===== src/rtl/serial_rx_pkg.sv =====
package serial_rx_pkg;

  localparam int unsigned ADDR_W = 12;

  // register indices; byte address is four times the index
  localparam logic [7:0] IDX_RX_CTRL  = 8'h18;
  localparam logic [7:0] IDX_TX_CTRL  = 8'h98;
  localparam logic [7:0] IDX_DIVISOR  = 8'h99;
  localparam logic [7:0] IDX_RX_BUF   = 8'h1A;
  localparam logic [7:0] IDX_RX_STATE = 8'h1B;

  // receive_status_control fields
  localparam int unsigned RC_PORT_EN = 7;
  localparam int unsigned RC_NINE    = 6;
  localparam int unsigned RC_SINGLE  = 5;
  localparam int unsigned RC_CONT    = 4;
  localparam int unsigned RC_ADDR    = 3;
  localparam int unsigned RC_FRAMING_ERROR_FLAG    = 2;
  localparam int unsigned RC_OVERRUN_ERROR_FLAG    = 1;
  localparam int unsigned RC_NINTH   = 0;

  // transmit_status_control fields
  localparam int unsigned TX_CLK_MASTER = 7;
  localparam int unsigned TX_SYNC       = 4;
  localparam int unsigned TX_HIGH_SPEED = 2;

  localparam logic [7:0] RX_CTRL_RST = 8'h00;
  localparam logic [7:0] TX_CTRL_RST = 8'h02;
  localparam logic [7:0] DIVISOR_RST = 8'h00;
  localparam logic [7:0] TX_WR_MASK  = 8'hF5;
  localparam logic [7:0] TX_RO_BITS  = 8'h02;

  // baud generator ticks per bit
  localparam logic [6:0] TICKS_ASYNC_LOW  = 7'h40;
  localparam logic [6:0] TICKS_ASYNC_HIGH = 7'h10;
  localparam logic [6:0] TICKS_SYNC       = 7'h04;

  localparam logic [3:0] BITS_EIGHT = 4'h8;
  localparam logic [3:0] BITS_NINE  = 4'h9;

  typedef enum logic [2:0] {ST_IDLE, ST_START, ST_DATA, ST_STOP, ST_SYNC} rx_state_t;

  function automatic logic [ADDR_W-1:0] byte_addr(input logic [7:0] idx);
    return {2'h0, idx, 2'h0};
  endfunction : byte_addr

  function automatic logic [6:0] ticks_per_bit(input logic sync, input logic high);
    if (sync) begin
      return TICKS_SYNC;
    end else if (high) begin
      return TICKS_ASYNC_HIGH;
    end else begin
      return TICKS_ASYNC_LOW;
    end
  endfunction : ticks_per_bit

  function automatic logic maj3(input logic [2:0] s);
    return (s[0] & s[1]) | (s[1] & s[2]) | (s[0] & s[2]);
  endfunction : maj3

endpackage : serial_rx_pkg


===== src/rtl/serial_baud_timer.sv =====
`timescale 1ns/10ps
`default_nettype none
module serial_baud_timer #(
  parameter int unsigned W = 8
) (
  input  wire logic         clk,
  input  wire logic         rst,
  input  wire logic [W-1:0] divisor,
  input  wire logic         restart,
  output logic              tick
);

  logic [W-1:0] cnt_r;

  // RULE10 free-running down counter, one tick every divisor+1 clocks
  // restart clears, so the new divisor reloads at the very next tick
  always_ff @(posedge clk or posedge rst) begin
    if (rst) begin
      cnt_r <= '0;
    end else if (restart) begin
      cnt_r <= '0;
    end else if (cnt_r == '0) begin
      cnt_r <= divisor;
    end else begin
      cnt_r <= cnt_r - 1'b1;
    end
  end

  assign tick = (cnt_r == '0) && !restart;
endmodule : serial_baud_timer
`default_nettype wire


===== src/rtl/serial_rx_control.sv =====
// Notes on behaviour
// RULE1: port enable hands receive and clock pins to the serial port.
// RULE2: nine-bit select picks 9-bit or 8-bit reception.
// RULE3: single receive takes one word in sync master, then self-clears.
// RULE4: continuous receive runs nonstop; in sync it overrides single receive.
// RULE5: async 9-bit address detect keeps only words with ninth bit set.
// RULE6: with address detect off every word is kept; ninth bit free.
// RULE7: framing error is read-only and follows the buffered word.
// RULE8: overrun flag is read-only; clearing continuous receive clears it.
// RULE9: ninth received bit is shown read-only.
// RULE10: baud generator is a free-running 8-bit timer set by the divisor.
// RULE11: high-speed select matters only in async mode.
// RULE12: async rate is clock over 64 or 16 times divisor plus one.
// RULE13: sync rate is clock over 4 times divisor plus one.
// RULE14: rate formulas hold only when the device is clock master.
// RULE15: divisor accepts every value from 0 to 255.
// RULE16: writing the divisor restarts the baud timer at once.
// RULE17: software may prefer high-speed async for lower rate error.
// RULE18: receive pin is sampled three times per bit, majority decides; sync slave takes a single sample at each clock rise.
// RULE19: mode bit picks sync when set, async when clear.
// RULE20: high-speed bit picks high-speed async timing when set.
// RULE21: the three samples sit around mid-bit, paced by baud ticks.
// RULE22: a low stop bit sets the framing error flag.
//
// Implementation choice: the APB register port.
`timescale 1ns/10ps
`default_nettype none
module serial_rx_control (
  input  wire logic        SYS_CLK,
  input  wire logic        RST,
  input  wire logic        PSEL,
  input  wire logic        PENABLE,
  input  wire logic        PWRITE,
  input  wire logic [11:0] PADDR,
  input  wire logic [31:0] PWDATA,
  output logic      [31:0] PRDATA,
  output logic             PREADY,
  output logic             PSLVERR,
  input  wire logic        RECEIVE_DATA_PIN,
  input  wire logic        TRANSMIT_CLOCK_PIN_IN,
  output logic             TRANSMIT_CLOCK_PIN_OUT,
  output logic             TRANSMIT_CLOCK_PIN_OE,
  output logic             SERIAL_PINS_OWNED
);

  logic [7:3] ctl_r;
  logic [7:0] tx_r;
  logic [7:0] div_r;
  logic [7:0] buf_data_r;
  logic       buf_ninth_r;
  logic       buf_framing_error_flag_r;
  logic       buf_full_r;
  logic       overrun_error_flag_r;
  logic [1:0] pin_s1_r;
  logic [1:0] pin_s2_r;
  logic [1:0] pin_s3_r;
  logic [1:0] pin_f_r;
  logic       ck_prev_r;
  logic       ck_out_r;
  logic [5:0] phase_r;
  logic [1:0] smp_r;
  logic [3:0] bitcnt_r;
  logic [8:0] sh_r;

  typedef serial_rx_pkg::rx_state_t rx_state_t;
  localparam rx_state_t ST_IDLE  = serial_rx_pkg::ST_IDLE;
  localparam rx_state_t ST_START = serial_rx_pkg::ST_START;
  localparam rx_state_t ST_DATA  = serial_rx_pkg::ST_DATA;
  localparam rx_state_t ST_STOP  = serial_rx_pkg::ST_STOP;
  localparam rx_state_t ST_SYNC  = serial_rx_pkg::ST_SYNC;
  rx_state_t  state_r;

  logic       access;
  logic       wr_rc;
  logic       wr_tx;
  logic       wr_div;
  logic       rd_buf;
  logic       mapped;
  logic [7:0] rd_mux;
  logic       port_en;
  logic       nine;
  logic       single_receive_enable;
  logic       continuous_receive_enable;
  logic       address_detect_enable;
  logic       sync;
  logic       master;
  logic       tick;
  logic [6:0] ticks;
  logic [6:0] mid;
  logic       at_last;
  logic       decide;
  logic       bit_now;
  logic       rx_f;
  logic       ck_rise;
  logic       async_on;
  logic       master_on;
  logic       slave_on;
  logic       bit_in;
  logic       shift_evt;
  logic       last_bit;
  logic [3:0] nbits;
  logic [8:0] word_w;
  logic       accept;
  logic       load_evt;
  logic       ovr_evt;
  logic       store_evt;
  logic       single_receive_enable_done;

  assign access = PSEL && PENABLE;
  assign PREADY = 1'b1;
  assign mapped = (PADDR == serial_rx_pkg::byte_addr(serial_rx_pkg::IDX_RX_CTRL))
               || (PADDR == serial_rx_pkg::byte_addr(serial_rx_pkg::IDX_TX_CTRL))
               || (PADDR == serial_rx_pkg::byte_addr(serial_rx_pkg::IDX_DIVISOR))
               || (PADDR == serial_rx_pkg::byte_addr(serial_rx_pkg::IDX_RX_BUF))
               || (PADDR == serial_rx_pkg::byte_addr(serial_rx_pkg::IDX_RX_STATE));
  assign PSLVERR = access && !mapped;
  assign wr_rc  = access && PWRITE
               && PADDR == serial_rx_pkg::byte_addr(serial_rx_pkg::IDX_RX_CTRL);
  assign wr_tx  = access && PWRITE
               && PADDR == serial_rx_pkg::byte_addr(serial_rx_pkg::IDX_TX_CTRL);
  assign wr_div = access && PWRITE
               && PADDR == serial_rx_pkg::byte_addr(serial_rx_pkg::IDX_DIVISOR);
  assign rd_buf = access && !PWRITE
               && PADDR == serial_rx_pkg::byte_addr(serial_rx_pkg::IDX_RX_BUF);

  assign port_en = ctl_r[serial_rx_pkg::RC_PORT_EN];
  assign nine    = ctl_r[serial_rx_pkg::RC_NINE];
  assign single_receive_enable    = ctl_r[serial_rx_pkg::RC_SINGLE];
  assign continuous_receive_enable    = ctl_r[serial_rx_pkg::RC_CONT];
  assign address_detect_enable   = ctl_r[serial_rx_pkg::RC_ADDR];
  // RULE19 mode select
  assign sync    = tx_r[serial_rx_pkg::TX_SYNC];
  assign master  = tx_r[serial_rx_pkg::TX_CLK_MASTER];

  // RULE1 pin handover
  assign SERIAL_PINS_OWNED      = port_en;
  assign TRANSMIT_CLOCK_PIN_OE  = port_en && sync && master;
  assign TRANSMIT_CLOCK_PIN_OUT = ck_out_r;

  always_comb begin
    if (PADDR == serial_rx_pkg::byte_addr(serial_rx_pkg::IDX_RX_CTRL)) begin
      // RULE9 status bits
      rd_mux = {ctl_r, buf_framing_error_flag_r, overrun_error_flag_r, buf_ninth_r};
    end else if (PADDR == serial_rx_pkg::byte_addr(serial_rx_pkg::IDX_TX_CTRL)) begin
      rd_mux = (tx_r & serial_rx_pkg::TX_WR_MASK) | serial_rx_pkg::TX_RO_BITS;
    end else if (PADDR == serial_rx_pkg::byte_addr(serial_rx_pkg::IDX_DIVISOR)) begin
      rd_mux = div_r;
    end else if (PADDR == serial_rx_pkg::byte_addr(serial_rx_pkg::IDX_RX_BUF)) begin
      rd_mux = buf_data_r;
    end else if (PADDR == serial_rx_pkg::byte_addr(serial_rx_pkg::IDX_RX_STATE)) begin
      rd_mux = {7'h00, buf_full_r};
    end else begin
      rd_mux = 8'h00;
    end
  end

  // read data captured in the setup cycle, held through the access cycle
  always_ff @(posedge SYS_CLK or posedge RST) begin
    if (RST) begin
      PRDATA <= 32'h00000000;
    end else if (PSEL && !PENABLE && !PWRITE) begin
      PRDATA <= {24'h000000, rd_mux};
    end
  end

  // RULE3 single receive self-clears
  assign single_receive_enable_done = last_bit && state_r == ST_SYNC && master && !continuous_receive_enable;

  always_ff @(posedge SYS_CLK or posedge RST) begin
    if (RST) begin
      ctl_r <= serial_rx_pkg::RX_CTRL_RST[7:3];
    end else if (wr_rc) begin
      ctl_r <= PWDATA[7:3];
    end else if (single_receive_enable_done) begin
      ctl_r[serial_rx_pkg::RC_SINGLE] <= 1'b0;
    end
  end

  always_ff @(posedge SYS_CLK or posedge RST) begin
    if (RST) begin
      tx_r <= serial_rx_pkg::TX_CTRL_RST & serial_rx_pkg::TX_WR_MASK;
    end else if (wr_tx) begin
      tx_r <= PWDATA[7:0] & serial_rx_pkg::TX_WR_MASK;
    end
  end

  // RULE15 full 8-bit divisor range
  always_ff @(posedge SYS_CLK or posedge RST) begin
    if (RST) begin
      div_r <= serial_rx_pkg::DIVISOR_RST;
    end else if (wr_div) begin
      div_r <= PWDATA[7:0];
    end
  end

  // RULE16 restart on divisor write
  serial_baud_timer #(.W(8)) u_baud (
    .clk     (SYS_CLK),
    .rst     (RST),
    .divisor (div_r),
    .restart (wr_div),
    .tick    (tick)
  );

  // pins: change accepted once stages two and three agree
  always_ff @(posedge SYS_CLK or posedge RST) begin
    if (RST) begin
      pin_s1_r <= 2'h3;
      pin_s2_r <= 2'h3;
      pin_s3_r <= 2'h3;
      pin_f_r  <= 2'h3;
    end else begin
      pin_s1_r <= {TRANSMIT_CLOCK_PIN_IN, RECEIVE_DATA_PIN};
      pin_s2_r <= pin_s1_r;
      pin_s3_r <= pin_s2_r;
      pin_f_r  <= (~(pin_s2_r ^ pin_s3_r) & pin_s3_r) | ((pin_s2_r ^ pin_s3_r) & pin_f_r);
    end
  end

  assign rx_f    = pin_f_r[0];
  assign ck_rise = pin_f_r[1] && !ck_prev_r;

  // RULE11 RULE12 RULE13 RULE20 divide ratio per mode
  assign ticks   = serial_rx_pkg::ticks_per_bit(sync, tx_r[serial_rx_pkg::TX_HIGH_SPEED]);
  assign mid     = {1'b0, ticks[6:1]};
  assign at_last = {1'b0, phase_r} == ticks - 7'h01;
  assign decide  = tick && {1'b0, phase_r} == mid + 7'h01;
  // RULE18 majority of three samples
  assign bit_now = serial_rx_pkg::maj3({smp_r, rx_f});

  // RULE4 continuous receive in both modes
  assign async_on  = port_en && !overrun_error_flag_r && !sync && continuous_receive_enable;
  assign master_on = port_en && !overrun_error_flag_r && sync && master && (continuous_receive_enable || single_receive_enable);
  // RULE14 slave timing comes from the peer's clock, not the divisor
  assign slave_on  = port_en && !overrun_error_flag_r && sync && !master && continuous_receive_enable;

  // RULE2 word length
  assign nbits     = nine ? serial_rx_pkg::BITS_NINE : serial_rx_pkg::BITS_EIGHT;
  assign bit_in    = (state_r == ST_SYNC && !master) ? rx_f : bit_now;
  assign shift_evt = (state_r == ST_DATA && decide)
                  || (state_r == ST_SYNC && master && decide)
                  || (state_r == ST_SYNC && !master && ck_rise);
  assign last_bit  = shift_evt && bitcnt_r == nbits - 4'h1;
  assign word_w    = (state_r == ST_STOP) ? sh_r : {bit_in, sh_r[8:1]};

  // RULE5 RULE6 address filter only in async nine-bit mode
  assign accept    = state_r == ST_SYNC || !(nine && address_detect_enable) || word_w[8];
  assign load_evt  = ((state_r == ST_STOP && decide) || (state_r == ST_SYNC && last_bit))
                  && accept;
  // a read in the same cycle frees the slot, so that word is not an overrun
  assign ovr_evt   = load_evt && buf_full_r && !rd_buf;
  assign store_evt = load_evt && !ovr_evt;

  always_ff @(posedge SYS_CLK or posedge RST) begin
    if (RST) begin
      state_r <= ST_IDLE;
    end else begin
      case (state_r)
        ST_IDLE: begin
          if (async_on && !rx_f) begin
            state_r <= ST_START;
          end else if (master_on || slave_on) begin
            state_r <= ST_SYNC;
          end
        end
        ST_START: begin
          if (!async_on) begin
            state_r <= ST_IDLE;
          end else if (decide) begin
            state_r <= bit_now ? ST_IDLE : ST_DATA;
          end
        end
        ST_DATA: begin
          if (!async_on) begin
            state_r <= ST_IDLE;
          end else if (last_bit) begin
            state_r <= ST_STOP;
          end
        end
        ST_STOP: begin
          if (!async_on || decide) begin
            state_r <= ST_IDLE;
          end
        end
        ST_SYNC: begin
          if (!(master_on || slave_on) || (last_bit && !continuous_receive_enable)) begin
            state_r <= ST_IDLE;
          end
        end
        default: begin
          state_r <= ST_IDLE;
        end
      endcase
    end
  end

  // RULE21 phase counts baud ticks within one bit
  always_ff @(posedge SYS_CLK or posedge RST) begin
    if (RST) begin
      phase_r <= 6'h00;
    end else if (state_r == ST_IDLE) begin
      phase_r <= 6'h00;
    end else if (tick) begin
      phase_r <= at_last ? 6'h00 : phase_r + 6'h01;
    end
  end

  always_ff @(posedge SYS_CLK or posedge RST) begin
    if (RST) begin
      smp_r <= 2'h3;
    end else if (tick && ({1'b0, phase_r} == mid - 7'h01 || {1'b0, phase_r} == mid)) begin
      smp_r <= {smp_r[0], rx_f};
    end
  end

  always_ff @(posedge SYS_CLK or posedge RST) begin
    if (RST) begin
      bitcnt_r <= 4'h0;
      sh_r     <= 9'h000;
    end else if (state_r == ST_IDLE || last_bit) begin
      bitcnt_r <= 4'h0;
      sh_r     <= shift_evt ? word_w : sh_r;
    end else if (shift_evt) begin
      bitcnt_r <= bitcnt_r + 4'h1;
      sh_r     <= word_w;
    end
  end

  // master clock rises at mid-bit so the peer's data has settled
  always_ff @(posedge SYS_CLK or posedge RST) begin
    if (RST) begin
      ck_out_r  <= 1'b0;
      ck_prev_r <= 1'b1;
    end else begin
      ck_out_r  <= state_r == ST_SYNC && master && {1'b0, phase_r} >= mid;
      ck_prev_r <= pin_f_r[1];
    end
  end

  // RULE7 RULE22 status travels with the buffered word
  always_ff @(posedge SYS_CLK or posedge RST) begin
    if (RST) begin
      buf_data_r  <= 8'h00;
      buf_ninth_r <= 1'b0;
      buf_framing_error_flag_r  <= 1'b0;
    end else if (store_evt) begin
      buf_data_r  <= nine ? word_w[7:0] : word_w[8:1];
      buf_ninth_r <= nine && word_w[8];
      buf_framing_error_flag_r  <= state_r == ST_STOP && !bit_now;
    end
  end

  // set wins over the read that frees the slot
  always_ff @(posedge SYS_CLK or posedge RST) begin
    if (RST) begin
      buf_full_r <= 1'b0;
    end else if (store_evt) begin
      buf_full_r <= 1'b1;
    end else if (rd_buf) begin
      buf_full_r <= 1'b0;
    end
  end

  // RULE8 overrun held until continuous receive clears
  always_ff @(posedge SYS_CLK or posedge RST) begin
    if (RST) begin
      overrun_error_flag_r <= 1'b0;
    end else begin
      overrun_error_flag_r <= ovr_evt || (overrun_error_flag_r && continuous_receive_enable);
    end
  end
endmodule : serial_rx_control
`default_nettype wire


===== config.mk =====
export PLATFORM = sky130hd
export DESIGN_NAME = serial_rx_control
export DESIGN_NICKNAME = d
export VERILOG_FILES = /design/src/rtl/serial_rx_pkg.sv /design/src/rtl/serial_baud_timer.sv /design/src/rtl/serial_rx_control.sv
export SDC_FILE = /design/constraint.sdc
export NUM_CORES = 1
export LEC_CHECK = 0
export ABC_AREA = 1
export BUFFER_PORTS_ARGS = -buffer_cell sky130_fd_sc_hd__buf_4
export CORE_MARGIN = 5
export CORE_UTILIZATION = 30
export CTS_CLUSTER_DIAMETER = 120
export CTS_CLUSTER_SIZE = 8
export DETAILED_ROUTE_END_ITERATION = 8
export PLACE_DENSITY = 0.54
export SLEW_MARGIN = 20
export SYNTH_ARGS = -nofsm -noshare
export SYNTH_HDL_FRONTEND = slang
export SYNTH_SLANG_ARGS = --single-unit

===== constraint.sdc =====
create_clock -name SYS_CLK -period 3.14 [get_ports SYS_CLK]
set_input_delay 0.314 -clock SYS_CLK [delete_from_list [all_inputs] [get_ports SYS_CLK]]
set_output_delay 0.314 -clock SYS_CLK [all_outputs]
set_load 0.03 [all_outputs]

Word level (Yosys, flattened, before mapping)
Index checks and enable logic that the tools add are counted.

Add/subtract/negate cells: 7. Equality and inequality tests: 19. Multiplexer cells: 32. Bitwise gates (word level): 10. Reductions and logical operators: 84. Order comparisons: 1.

Operator list (count): 2-to-1 mux 8 bit (7); logical AND 1 bit (45); == test 12 x 7 -> 1 bit (second input constant) (3); == test 12 x 10 -> 1 bit (second input constant) (2); 2-to-1 mux 3 bit (8); == test 6 x 7 -> 1 bit (3); 2-to-1 mux 6 bit (3); logical NOT 1 bit (16); logical OR 1 bit (16); case mux 3 bit (5 select lines) (1); 2-to-1 mux 7 bit (2); 2-to-1 mux 9 bit (1); inequality test 3 bit (second input constant) (3); logical NOT 8 bit (1); 2-to-1 mux 4 bit (2); nonzero test 2 bit (4); subtractor 8 x 1 -> 8 bit (second input constant) (1); adder 6 x 1 -> 7 bit (second input constant) (1); 2-to-1 mux 1 bit (7); subtractor 6 x 1 -> 7 bit (second input constant) (1); subtractor 7 x 1 -> 7 bit (second input constant) (1); adder 6 x 1 -> 6 bit (second input constant) (1); == test 3 x 2 -> 1 bit (second input constant) (2); == test 6 bit (1); other kinds (16) (21).

Bits in registers: 81. Word-level logic and storage cells: 175. Output and inout bits: 37. Input port bits: 51.

Logic depth before layout (Yosys ltp)
Word-level depth: 18. Gate-level depth with buffers: 16. Gate-level depth less buffers: 14.

Hierarchy
A second synthesis with hierarchy kept.

Cells, all modules: 608. Area, all modules: 4703.3 µm².

Modules (own cells, without submodules): serial_rx_control (cells an instance 528, sequential area each 1840.5 µm², area each 4155.2 µm², instances 1); serial_baud_timer (cells an instance 80, sequential area each 200.2 µm², area each 548.0 µm², instances 1).

Least setup slack after synthesis
OpenSTA, ideal clock, no wires.

Path type: in2out. Start: input port PADDR[6]. End: output port PSLVERR. Arrival time: 2.292 ns. Cell stages on the path: 7. Buffers on the path: 0. Data required time: 2.826 ns. Path slack: 0.534 ns. Cell sequence: nand2_1 > inv_1 > nand2_2 > nor2_4 > nand2_1 > nand2_1 > a2111oi_0.

Word-level cells in the longest chain between the ends: 7. Elaborated cells on any way between the ends: 11. Those cells by class: eq/ne (5); reduce/logical (6).

RTL lines: start: declaration (line serial_rx_control.sv:34) `input wire logic [11:0] PADDR,`; == test 12 x 7 -> 1 bit or == test 12 x 10 -> 1 bit (tied branches) (line serial_rx_control.sv:111, serial_rx_control.sv:112); logical OR 1 bit (line serial_rx_control.sv:112) `|| (PADDR == serial_rx_pkg::byte_addr(serial_rx_pkg::IDX_TX_CTRL))`; logical OR 1 bit (line serial_rx_control.sv:113) `|| (PADDR == serial_rx_pkg::byte_addr(serial_rx_pkg::IDX_DIVISOR))`; logical OR 1 bit (line serial_rx_control.sv:114) `|| (PADDR == serial_rx_pkg::byte_addr(serial_rx_pkg::IDX_RX_BUF))`; logical OR 1 bit (*) (line serial_rx_control.sv:115) `|| (PADDR == serial_rx_pkg::byte_addr(serial_rx_pkg::IDX_RX_STATE));`; logical NOT 1 bit (*) (line serial_rx_control.sv:116) `assign PSLVERR = access && !mapped;`; logical AND 1 bit (*) (line serial_rx_control.sv:116); end: declaration (line serial_rx_control.sv:38) `output logic PSLVERR,`.

Mark *: on every way between the ends. The rest lies on a longest branch, timed or not.

Final worst setup path
Start: register tx_r[4]. End: register state_r[1].

Word-level cells in the longest chain between the ends: 12. Elaborated cells on any way between the ends: 34. Those cells by class: add/sub (1); eq/ne (6); mux (5); reduce/logical (22).

RTL lines: start: declaration (line serial_rx_control.sv:47) `logic [7:0] tx_r;`; start signal: assignment (line serial_rx_control.sv:181) `tx_r <= serial_rx_pkg::TX_CTRL_RST & serial_rx_pkg::TX_WR_MASK;`; start signal: assignment (line serial_rx_control.sv:183) `tx_r <= PWDATA[7:0] & serial_rx_pkg::TX_WR_MASK;`; 2-to-1 mux 7 bit (line serial_rx_pkg.sv:48) `if (sync) begin`; adder 6 x 1 -> 7 bit (line serial_rx_control.sv:227) `assign decide = tick && {1'b0, phase_r} == mid + 7'h01;`; == test 6 x 7 -> 1 bit (line serial_rx_control.sv:227); logical AND 1 bit (line serial_rx_control.sv:227); logical AND 1 bit, on equally long branches (line serial_rx_control.sv:240, serial_rx_control.sv:241); logical OR 1 bit (line serial_rx_control.sv:241) `|| (state_r == ST_SYNC && master && decide)`; logical OR 1 bit (line serial_rx_control.sv:242) `|| (state_r == ST_SYNC && !master && ck_rise);`; logical AND 1 bit (line serial_rx_control.sv:243) `assign last_bit = shift_evt && bitcnt_r == nbits - 4'h1;`; logical AND 1 bit (line serial_rx_control.sv:286) `if (!(master_on || slave_on) || (last_bit && !continuous_receive_enable)) begin`; logical OR 1 bit (line serial_rx_control.sv:286); inequality test 2 x 1 -> 1 bit (no line); AND reduction 5 bit (no line); end signal: assignment (line serial_rx_control.sv:270) `state_r <= bit_now ? ST_IDLE : ST_DATA;`; end: declaration (line serial_rx_control.sv:71) `rx_state_t state_r;`.

Several ways; a longest one is shown, not always the timed one. A chain may end at the register's enable or synchronous reset.

==> impl_metrics.env <==
export IMPL_swShare=0.2749
export IMPL_cts_resized_gates=0
export IMPL_syn_area_per_cell_um2=8.222
export IMPL_htreeDepth=3
export IMPL_synth_compound_area_frac=0.1385
export IMPL_track_usage=0.1250
export IMPL_via_per_inst=4.731
export IMPL_crit_path_max_incr_delay_ps=490
export IMPL_clock_fmax_mhz=380.0
export IMPL_seq_area_frac_synth=0.4571
export IMPL_io_buffers=38
export IMPL_min_period_ps=2632
export IMPL_post_synth_top_area_cell="dfrtp_1"
export IMPL_path_max_fanout=12
export IMPL_nNetsFinal=644
export IMPL_grt_ovfl_total=0
export IMPL_synth_top_family_by_area="simple AND/OR/NAND/NOR gates"
export IMPL_synth_simple_area_share=0.2343
export IMPL_r2r_slack_ps=510
export IMPL_synthAdderAreaFrac=0.02410
export IMPL_hold_viol=0
export IMPL_syn_area_um2=4464
export IMPL_ys_ff_latch=81
export IMPL_p_seq_frac=0.473
export IMPL_start_kind="flop"
export IMPL_post_drt_wl_per_cell_um=13.79
export IMPL_drc_errors=0
export IMPL_synthFlopType="dfrtp_1"
export IMPL_core_region_area_um2=14590
export IMPL_cts_hold_buf=0
export IMPL_power_frac_comb=0.140
export IMPL_gp_congestion=0.8297
export IMPL_synth_xor_area_share=0.01373
export IMPL_drtAntennaViolNets=0
export IMPL_rows=44
export IMPL_netlist_area_leader_share=0.3924
export IMPL_cp_arrival_ps=2870
export IMPL_synthArstFlopShare=1.000
export IMPL_maxCapViolations=0
export IMPL_power_density_nw_per_um2=478.9
export IMPL_clk_pin_slew_ps=60
export IMPL_die_h_um=132.0
export IMPL_setup_viol=0
export IMPL_switchingPower_uw=676.6
export IMPL_grt_pass1_vias=3592
export IMPL_crit_path_cell_trace="inv_1 > nand2_1 > ha_1 > inv_1 > nor2_1 > nand3_1 > nor2_1 > nand4_1 > nand2_1 > buf_4 > nand2_1 > a21oi_1 > nand3_1 > nand2_1 > nand2_1"
export IMPL_diodes=0
export IMPL_synthCells=543
export IMPL_peakVddDrop_mv=0.2295
export IMPL_cp_required_ps=3370
export IMPL_crit_top_cell="nand2_1"
export IMPL_tritoncts="done"
export IMPL_synth_edf_count=0
export IMPL_drive_above_1_share=0.1610
export IMPL_criticalPathCategory="flop to flop"
export IMPL_cp_end_kind="flop"
export IMPL_grt_pass1_wl_um=17740
export IMPL_hp_class="input pin to asynchronous set/reset pin"
export IMPL_io_pins=88
export IMPL_dr_pass1_iters=5
export IMPL_drv_slew=0
export IMPL_place_hpwl_um=8136
export IMPL_drt_wl_total_um=10670
export IMPL_placed_area_um2=4877
export IMPL_fin_worst_skew_ps=8.248
export IMPL_grt_max_degree=40
export IMPL_area_delta_synth_final_pct=15.13
export IMPL_synthTopCellsByCount="nand2_1, dfrtp_1, inv_1, o21ai_0, nor2_1"
export IMPL_clockPowerShare=0.386
export IMPL_yosys_top_cells_area="dfrtp_1, nand2_1, dfstp_2, o21ai_0, inv_1"
export IMPL_ctsRootBufferMaster="clkbuf_16"
export IMPL_leakage_nw=2.458
export IMPL_synth_distinct_cells=49
export IMPL_finalSetupTns_ps=0
export IMPL_min_period_over_period=0.8381
export IMPL_tightest_slew_ps=704.3
export IMPL_slew_headroom=0.5305
export IMPL_design_area_um2=5140
export IMPL_initial_core_util=0.3060
export IMPL_muxShareOfSynthArea=0.02242
export IMPL_slowest_stage="dfrtp_1"
export IMPL_numCtsBuffers=9
export IMPL_clock_sinks=81
export IMPL_ys_warn_count=0
export IMPL_power_mw=2.461
export IMPL_synth_most_common_cell="nand2_1"
export IMPL_clk_latency_ps=350
export IMPL_status="finished, final reports clean"
export IMPL_dieArea_um2=17420
export IMPL_fp_dieW_um=132.0
export IMPL_post_cts_setup_buffer_count=0
export IMPL_cts_path_max_buffers=2
export IMPL_vias=3662
export IMPL_rsz0062_at_grt="false"
export IMPL_antenna_found_initial=0
export IMPL_drt_initial_drc_count=250
export IMPL_p_int_mw=1.785
==> metrics by stage <==
step	setup slack, ps	cells	hold slack [ps]	utilization
floorplan	534.3	566	318.5	-
global placement	594.5	759	346.4	0.3343
detailed placement	528.8	759	346.8	0.3343
CTS	496.3	774	62.44	0.3523
global route	122.8	774	66.22	0.3523
finish	508.3	774	61.48	0.3523
==> layout by cell type (no fill, tap or decap), types with 3 or more instances in the layout <==
cell type,count
nor3_1,5
o21ai_0,56
conb_1,25
ha_1,7
dfrtp_1,70
mux2i_1,10
nand2_2,4
o21ai_1,3
o22ai_1,4
nand2_1,125
a31oi_1,5
clkinv_2,3
or2_2,3
dfstp_2,11
buf_4,46
nand4_1,18
nand3_1,23
nor2_1,42
inv_1,59
clkbuf_16,9
xor2_1,4
xnor2_1,3
nand3_2,4
a21oi_1,13
==> path summary, 6_finish.rpt <==
path                                  startpoint           to  depth (start not counted)
setup / recovery                         tx_r[4]   state_r[1]                         15
hold reg to reg                      pin_s1_r[0]  pin_s2_r[0]                          0
hold / removal                               RST   state_r[0]                          2
max in group asynchronous                    RST  pin_s1_r[0]                          3
min in group SYS_CLK       TRANSMIT_CLOCK_PIN_IN  pin_s1_r[1]                          1
setup reg to reg                         tx_r[4]   state_r[1]                         15
==> sequential cells by signal, summed over array words and instances, names as in the netlist, 2 cells and up, named ones only <==
signal        count
pin_s1_r          2
phase_r           6
smp_r             2
ctl_r             5
u_baud.cnt_r      8
state_r           3
PRDATA            8
tx_r              6
sh_r              9
div_r             8
pin_s3_r          2
bitcnt_r          4
pin_s2_r          2
buf_data_r        8
==> metal layers <==
metal	GRT usage	share of wire	vias to the layer above
li1	-	-	1840
met1	0.1608	0.47	1721
met2	0.2013	0.46	87
met3	0.02748	0.045	14
met4	0.05600	0.021	0
met5	0	0	-
==> logic make-up (layout without fill, tap and decap cells) <==
kind of cell             after synthesis  in the layout
multiplexers                          10             10
other                                  2             25
AND/OR/NAND/NOR                      233            233
flip-flops                            81             81
XOR/XNOR                               7              7
adder cells (fa/ha/maj)                9              9
buffers and inverters                 99            123
AO/OA/AOI/OAI                        102            102
==> area by class of cell <==
class                   count  area (um^2)
clock buffers              10        229.0
clock inverters             5        33.78
fillers                  1490         9449
inverters                  62        234.0
multi-input cells         386         2027
flip-flops and latches     81         2041
well taps                 184        230.2
repair buffers             46        345.3
==> critical path, delay by kind of cell, from the launching register on <==
kind | cells | cell delay (ps)
AO/OA/AOI/OAI | 1 | 270
adder cells (fa/ha/maj) | 1 | 300
flip-flops | 1 | 490
AND/OR/NAND/NOR | 10 | 980
buffers and inverters | 3 | 460
==> power groups by stage <==
stage / combinational [mW] / clock [mW] / sequential [mW]
after floorplan: 0.281 / 0 / 1.18
after global placement: 0.340 / 0 / 1.18
after detailed placement: 0.344 / 0 / 1.18
after CTS: 0.348 / 0.975 / 1.17
after global routing: 0.389 / 1.02 / 1.17
final: 0.346 / 0.951 / 1.17
Note: power is estimated with default switching activity, not from simulation.
